`src/logic/dacc_defines.svh`:
```
// Register offsets, field positions and reset values of the converter control
`ifndef DACC_DEFINES_SVH
`define DACC_DEFINES_SVH

`define DACC_CTRL_OFFSET      12'h000
`define DACC_DATA_OFFSET      12'h004
`define DACC_STAT_OFFSET      12'h008
`define DACC_ADDR_MSB         11

`define DACC_CTRL_RESET       16'h0000
`define DACC_DATA_RESET       16'h0000
`define DACC_CTRL_WMASK       16'hBBFF

`define DACC_BIT_ENABLE       15
`define DACC_BIT_SIDL         13
`define DACC_BIT_SLEEP        12
`define DACC_BIT_JUSTIFY      11
`define DACC_BIT_SOFT_RESET_DISABLE        9
`define DACC_BIT_TRIG         8
`define DACC_BIT_OE           7
`define DACC_TSEL_MSB         6
`define DACC_TSEL_LSB         2
`define DACC_REF_MSB          1
`define DACC_REF_LSB          0

`define DACC_CODE_RESET       8'h00
`define DACC_ZERO32           32'h0000_0000

`endif

```
`src/logic/dacc_pkg.sv`:
```
// Types shared by the converter control logic
package dacc_pkg;

    // Fields of the control register
    typedef struct packed {
        logic       converter_enable;
        logic       unused14;
        logic       stop_in_idle;
        logic       run_in_sleep;
        logic       data_justify_select;
        logic       unused10;
        logic       soft_reset_disable;
        logic       trigger_update_enable;
        logic       output_pin_enable;
        logic [4:0] trigger_source_select;
        logic [1:0] reference_select;
    } dacc_ctrl_s;

    // Power state of the converter
    typedef enum logic [2:0] {
        DACC_OFF    = 3'b001,
        DACC_RUN    = 3'b010,
        DACC_HALTED = 3'b100
    } dacc_state_e;

endpackage

```
`src/logic/dacc_control.sv`:
```
// Converter control logic with APB register access
// Register map (byte offsets, one aligned 32-bit word each)
//   0x000  control word; bits 14 and 10 always read as zero
//   0x004  data word; the justify bit picks the byte that is used
//   0x008  status, read only: [7:0] held code, [10:8] power state
//   other  answered with pslverr; writes dropped, reads give zero
//
// Bus timing
//   pready is tied high, so each transfer is one setup cycle and one
//   access cycle. Read data is loaded at the setup edge and stands
//   through the access phase until the next read setup.
//
// Resets
//   nrst is the power-on and brown-out reset and clears everything.
//   soft_reset stands for every other device reset. It clears the
//   control, data and code registers only while soft-reset-disable is
//   clear; the power state follows the cleared enable one edge later.
//
// Pin
//   While the converter drives its pin the port driver is held off.
//   Otherwise the port direction and latch bits own the pin again.
`include "dacc_defines.svh"

module dacc_control
    import dacc_pkg::*;
#(
    parameter int CODE_W = 8
) (
    input  wire logic              clk,
    input  wire logic              nrst,
    input  wire logic              soft_reset,
    input  wire logic              psel,
    input  wire logic              penable,
    input  wire logic              pwrite,
    input  wire logic [11:0]       paddr,
    input  wire logic [31:0]       pwdata,
    input  wire logic [3:0]        pstrb,
    output logic                   pready,
    output logic [31:0]            prdata,
    output logic                   pslverr,
    input  wire logic              idle_mode,
    input  wire logic              sleep_mode,
    input  wire logic [31:0]       trigger_events,
    input  wire logic              port_direction_bits,
    input  wire logic              port_latch_bits,
    output logic [CODE_W-1:0]      converter_code,
    output logic                   converter_active,
    output logic [4:0]             trigger_source_out,
    output logic [1:0]             reference_out,
    output logic                   analog_output_pin_o,
    output logic                   analog_output_pin_oe,
    output logic                   analog_output_to_pin,
    output logic                   internal_output_valid
);

    dacc_ctrl_s          ctrl_reg, ctrl_next;
    logic [15:0]         data_reg, data_next;
    logic [CODE_W-1:0]   code_reg, code_next;
    dacc_state_e         state_reg, state_next;
    logic                access;
    logic                wr_ctrl;
    logic                wr_data;
    logic                rd_hit;
    logic [15:0]         ctrl_bits;
    logic [15:0]         wdata16;
    logic                reg_clear;
    logic                trig_hit;
    logic [CODE_W-1:0]   picked;
    logic [31:0]         rdata_next;
    logic                halt_now;

    // Byte-lane merge of a 16-bit register with write data
    function automatic logic [15:0] merge16(input logic [15:0] old,
                                            input logic [31:0] wd,
                                            input logic [3:0]  st);
        merge16 = {st[1] ? wd[15:8] : old[15:8],
                   st[0] ? wd[7:0]  : old[7:0]};
    endfunction

    // Register hit on one offset; shared by the write and read decodes
    function automatic logic reg_hit(input logic [11:0] addr,
                                     input logic [11:0] offset);
        reg_hit = (addr == offset);
    endfunction

    // Halt condition shared by the running and halted states
    function automatic logic halt_req(input dacc_ctrl_s c,
                                      input logic       idle,
                                      input logic       sleep);
        halt_req = (idle && c.stop_in_idle) ||
                   (sleep && !c.run_in_sleep);
    endfunction

    // Address decode for the APB slave, zero-wait answer
    assign access    = psel & penable;
    assign pready    = 1'b1;
    // Writes land only at the access edge; the status word is read only
    assign wr_ctrl   = access & pwrite & reg_hit(paddr, `DACC_CTRL_OFFSET);
    assign wr_data   = access & pwrite & reg_hit(paddr, `DACC_DATA_OFFSET);
    assign rd_hit    = reg_hit(paddr, `DACC_CTRL_OFFSET) |
                       reg_hit(paddr, `DACC_DATA_OFFSET) |
                       reg_hit(paddr, `DACC_STAT_OFFSET);
    assign pslverr   = access & ~rd_hit;
    assign ctrl_bits = ctrl_reg;

    // Soft resets spare the registers while soft-reset-disable is set.
    // The bit does not guard itself: a control write clears it as well as
    // nrst; while it is set, a supervisor reset cannot glitch a running output.
    assign reg_clear = soft_reset & ~ctrl_reg.soft_reset_disable;

    // Selected trigger event, fields stored without decode.
    // The select indexes the event bus directly; which event sits on
    // which bit is up to the integration of the block.
    assign trig_hit  = trigger_events[ctrl_reg.trigger_source_select];

    // Justification picks the byte that feeds the converter
    always_comb begin
        picked = ctrl_reg.data_justify_select ? data_reg[15:8]
                                              : data_reg[7:0];
    end

    // Next register values
    always_comb begin
        ctrl_next = ctrl_reg;
        data_next = data_reg;
        wdata16   = merge16(ctrl_bits, pwdata, pstrb)
                    & `DACC_CTRL_WMASK;
        if (reg_clear) begin
            ctrl_next = `DACC_CTRL_RESET;
            data_next = `DACC_DATA_RESET;
        end else begin
            if (wr_ctrl) begin
                ctrl_next = wdata16;
            end
            if (wr_data) begin
                data_next = merge16(data_reg, pwdata, pstrb);
            end
        end
    end

    // Register the control and data words
    always_ff @(posedge clk) begin
        if (!nrst) begin
            ctrl_reg <= `DACC_CTRL_RESET;
            data_reg <= `DACC_DATA_RESET;
        end else begin
            ctrl_reg <= ctrl_next;
            data_reg <= data_next;
        end
    end

    // Halt request from Idle or Sleep under the current control word
    assign halt_now = halt_req(ctrl_reg, idle_mode, sleep_mode);

    // Power state: off, running, or halted by Idle or Sleep.
    // The state lags the enable by one edge, so a write that enables
    // the converter gives a running state at the following edge.
    always_comb begin
        state_next = state_reg;
        case (state_reg)
            DACC_OFF: begin
                if (ctrl_reg.converter_enable) begin
                    state_next = DACC_RUN;
                end
            end
            DACC_RUN: begin
                if (!ctrl_reg.converter_enable) begin
                    state_next = DACC_OFF;
                end else if (halt_now) begin
                    state_next = DACC_HALTED;
                end
            end
            DACC_HALTED: begin
                if (!ctrl_reg.converter_enable) begin
                    state_next = DACC_OFF;
                end else if (!halt_now) begin
                    state_next = DACC_RUN;
                end
            end
            default: begin
                state_next = DACC_OFF;
            end
        endcase
    end

    // Output code: immediate on data write or on trigger event.
    // Nothing but a soft reset loads while the converter is halted or in Sleep, so the
    // last code stands; a data write in that time is kept in the data
    // register and, with trigger updates enabled, used by the next trigger.
    always_comb begin
        code_next = code_reg;
        if (reg_clear) begin
            code_next = `DACC_CODE_RESET;
        end else if (state_reg == DACC_RUN && !sleep_mode) begin
            if (ctrl_reg.trigger_update_enable) begin
                if (trig_hit) begin
                    code_next = picked;
                end
            end else if (wr_data) begin
                code_next = ctrl_reg.data_justify_select
                          ? data_next[15:8] : data_next[7:0];
            end
        end
    end

    // State and held output code; Sleep with run_in_sleep holds code
    always_ff @(posedge clk) begin
        if (!nrst) begin
            state_reg <= DACC_OFF;
            code_reg  <= `DACC_CODE_RESET;
        end else begin
            state_reg <= state_next;
            code_reg  <= code_next;
        end
    end

    // Read data mux, loaded at the setup cycle of a read; the status
    // word holds the code in its low byte and the state above it
    always_comb begin
        rdata_next = prdata;
        if (psel && !penable && !pwrite) begin
            if (reg_hit(paddr, `DACC_CTRL_OFFSET)) begin
                rdata_next = 32'(ctrl_bits);
            end else if (reg_hit(paddr, `DACC_DATA_OFFSET)) begin
                rdata_next = 32'(data_reg);
            end else if (reg_hit(paddr, `DACC_STAT_OFFSET)) begin
                rdata_next = 32'({state_reg, code_reg});
            end else begin
                rdata_next = `DACC_ZERO32;
            end
        end
    end

    // Register the read data; it stands until the next read setup
    always_ff @(posedge clk) begin
        if (!nrst) begin
            prdata <= `DACC_ZERO32;
        end else begin
            prdata <= rdata_next;
        end
    end

    // Converter outputs and pin control.
    // The converter counts as active while running, and also while
    // Sleep holds its last code with run_in_sleep set; internal
    // consumers see the same flag whether or not the pin is driven.
    assign converter_code        = code_reg;
    assign converter_active      = (state_reg == DACC_RUN) |
                                   ((state_reg != DACC_OFF) & sleep_mode &
                                    ctrl_reg.run_in_sleep);
    assign trigger_source_out    = ctrl_reg.trigger_source_select;
    assign reference_out         = ctrl_reg.reference_select;
    assign internal_output_valid = converter_active;
    assign analog_output_to_pin  = converter_active &
                                   ctrl_reg.output_pin_enable;
    // Pin falls back to port direction and latch when not driven
    assign analog_output_pin_oe  = analog_output_to_pin ? 1'b0
                                   : ~port_direction_bits;
    assign analog_output_pin_o   = port_latch_bits;

endmodule // dacc_control

```
`config.mk`:
```
export PLATFORM = sky130hd
export DESIGN_NAME = dacc_control
export DESIGN_NICKNAME = d
export VERILOG_FILES = /design/src/logic/dacc_pkg.sv /design/src/logic/dacc_control.sv
export VERILOG_INCLUDE_DIRS = /design/src /design/src/logic
export SDC_FILE = /design/constraint.sdc
export NUM_CORES = 1
export LEC_CHECK = 0
export BUFFER_PORTS_ARGS = -buffer_cell sky130_fd_sc_hd__buf_2
export CORE_UTILIZATION = 47
export CTS_CLUSTER_SIZE = 40
export DETAILED_ROUTE_END_ITERATION = 6
export PLACE_DENSITY = 0.8
export SLEW_MARGIN = 20
export SYNTH_ARGS = -nofsm -noshare
export SYNTH_HDL_FRONTEND = slang
export SYNTH_SLANG_ARGS = --single-unit
```
`constraint.sdc`:
```
create_clock -name clk -period 2.6 [get_ports clk]
set_clock_uncertainty 0.05 [all_clocks]
set_input_delay 0.39 -clock clk [delete_from_list [all_inputs] [get_ports clk]]
set_output_delay 0.39 -clock clk [all_outputs]
set_load 0.005 [all_outputs]
```
==> out/results.ini <==
[timing]
setup_viol=0
hold_viol=0
rsz0062_at_grt=false
worst_slack_ns=0.490
fin_crit_sh=0.812
setup_tns_ns=0
worst_pin_slew_ns=0.617
finalMaxSlewViolations=0
slew_headroom=0.588
timing.fmax_mhz=474
min_period_ns=2.11

[synthesis]
synth_cell_types=39
yosysSeqAreaShare=0.358
synth_top_area_frac=0.358
async_reset_ff_frac=0
synth_top_area_cell=dfxtp_1
yosys_warnings=0
synth_enable_flop_cells=0
synth_ff_type=dfxtp_1
synthCells=352
ys_seq_elements=57
yosysMostFrequentCell=dfxtp_1
synth_commonest_cells=dfxtp_1, mux2i_1, nor2_1
synthTopCellsByArea=dfxtp_1, mux2i_1, buf_4
syn_avg_cell_area_um2=9.06
syn_area_um2=3190

[clock_network]
cts_buffers=9
cts-root-buf=clkbuf_8
cts_hold_buf=0
clk_path_buf_depth=2
cts-resized-gates=0
htreeDepth=3
cts_tree=built
clkLatencyLatePin_ns=0.34
cts_setup_buffers=0
clk_pin_slew_worst_paths_ns=0.07
cts_sinks=57

[die]
die_x_um=84.4
die_y_um=84.4
die-area_um2=7120
start_util=0.494
core_area_um2=6460
rows=29
num_io_pins=144

[setup_path]
critPathCapture=converter_code[7]$_SDFFE_PP0P_
cp.required_ns=2.81
critPathArrivalTime_ns=2.32
r2r_end=converter_code[7]$_SDFFE_PP0P_
cp-end-kind=flip-flop
path_class=flip-flop to flip-flop
rrSetupSlack_ns=0.49
crit_fanout=18
cp-start-kind=flip-flop
startpoint=trigger_source_out[0]$_SDFFE_PP0P_
reg2reg_depth=7
r2r_start=trigger_source_out[0]$_SDFFE_PP0P_

[run]
drv_cap=0

[detailed_routing]
firstDrtPassIters=7
remaining_drc_errors=22
drt_iter0_drc=351
route.detailed.wl_per_inst_um=16.1
via_per_inst=5.61
routed_wl_um=8470
vias=2954
postRouteAntennaNets=0

[global_routing]
grt_pass1_vias=2784
grt_pass1_wl_um=13500
grt_max_degree=33
antenna_found_initial=0
grt_usage=0.242
grt-ovfl-total=0

[place]
dp_hpwl_um=6160
placed_area_um2=3640
io_buffers=106
place.gp.congestion=0.880
place_worst_setup_slack_ns=0.318

[power_and_ir_drop]
power.density_nw_per_um2=510
ir_drop_uv=244
p_leak_nw=1.71

[final_layout]
seq_area_um2=1140
drive_above_1_share=0.331
fin_nets=535
fillers=598
fin_util=0.598
final_area_um2=3860
diodes=0
multi_input_area_um2=1800
syn2layout_area_growth_pct=21.1

[min_path]
holdCritPathClass=input port to flip-flop

[run_status]
violations=design-rule violations
status=complete, but fails checks

## report_power, final
group          internal [mW]  switching (mW)  leakage (nW)
Combinational         0.0714          0.0826          1.14
Sequential             0.884         0.00518         0.461
Clock                  0.564           0.359         0.113
## cells in the final DEF, fill, tap and decap left out, drive strengths merged
master	count
a211oi	17
a21oi	6
a222oi	10
a22oi	11
a311o	1
a31oi	1
and2	2
and3	4
and4	2
buf	114
bufinv	2
clkbuf	11
clkinv	4
conb	17
dfxtp	57
inv	2
mux2	8
mux2i	54
nand2	34
nand2b	6
nand3	6
nand3b	1
nand4	2
nor2	53
nor2b	3
nor3b	1
nor4	5
nor4b	2
o211ai	1
o21ai	2
o221ai	8
or2	1
or3	1
xnor2	1
## logic make-up (layout without fill, tap and decap cells)
family	after synthesis	in the layout	synth area share
XOR/XNOR	1	1	0.00275
buffers and inverters	50	133	0.0965
other	2	17	0.00236
multiplexers	62	62	0.198
AO/OA/AOI/OAI	57	57	0.141
flip-flops	57	57	0.358
AND/OR/NAND/NOR	123	123	0.202
## worst min-delay path by stage
stage          depth (start not counted)                        end               startpoint
3_5_place_dp                           2    prdata[14]$_SDFFE_PN0P_  prdata[14]$_SDFFE_PN0P_
6_report                               3  ctrl_bits[7]$_SDFFE_PP0P_                pwdata[7]
4_1_cts                                3  ctrl_bits[7]$_SDFFE_PP0P_                pwdata[7]
5_1_grt                                3  ctrl_bits[7]$_SDFFE_PP0P_                pwdata[7]
2_1_floorplan                          2    prdata[14]$_SDFFE_PN0P_  data_reg[14]$_SDFF_PN0_
3_3_place_gp                           2    prdata[14]$_SDFFE_PN0P_  prdata[14]$_SDFFE_PN0P_
## layer usage
metal,vias to the layer above,global-route usage,share of wire
met5,-,0,0
met4,0,0.0770,0.015
met3,13,0.0511,0.076
met2,125,0.412,0.49
met1,1390,0.308,0.42
li1,1426,-,-
## layout make-up
class	instances	share of cell area
clock buffers	11	0.0366
clock inverters	5	0.0204
inverters	3	0.00292
multi-input cells	260	0.466
flip-flops and latches	57	0.296
well taps	77	0.0250
repair buffers	114	0.153
## metrics by stage
stage	power, mW	hold WS, ns	std cells
final	1.97	0.254	527
after global placement	1.06	0.404	511
after floorplan	0.990	0.407	367
after CTS	1.97	0.253	527
after global routing	2.03	0.278	527
after detailed placement	1.06	0.412	511
## worst max-delay path, cell delays in order (launching register included)
cell     delay [ns]
dfxtp_1        0.34
buf_4          0.28
mux2i_1        0.28
a21oi_1        0.11
nand3_1        0.10
nand3_1        0.09
o21ai_2        0.50
mux2i_1        0.28
(Power assumes the default switching activity.)
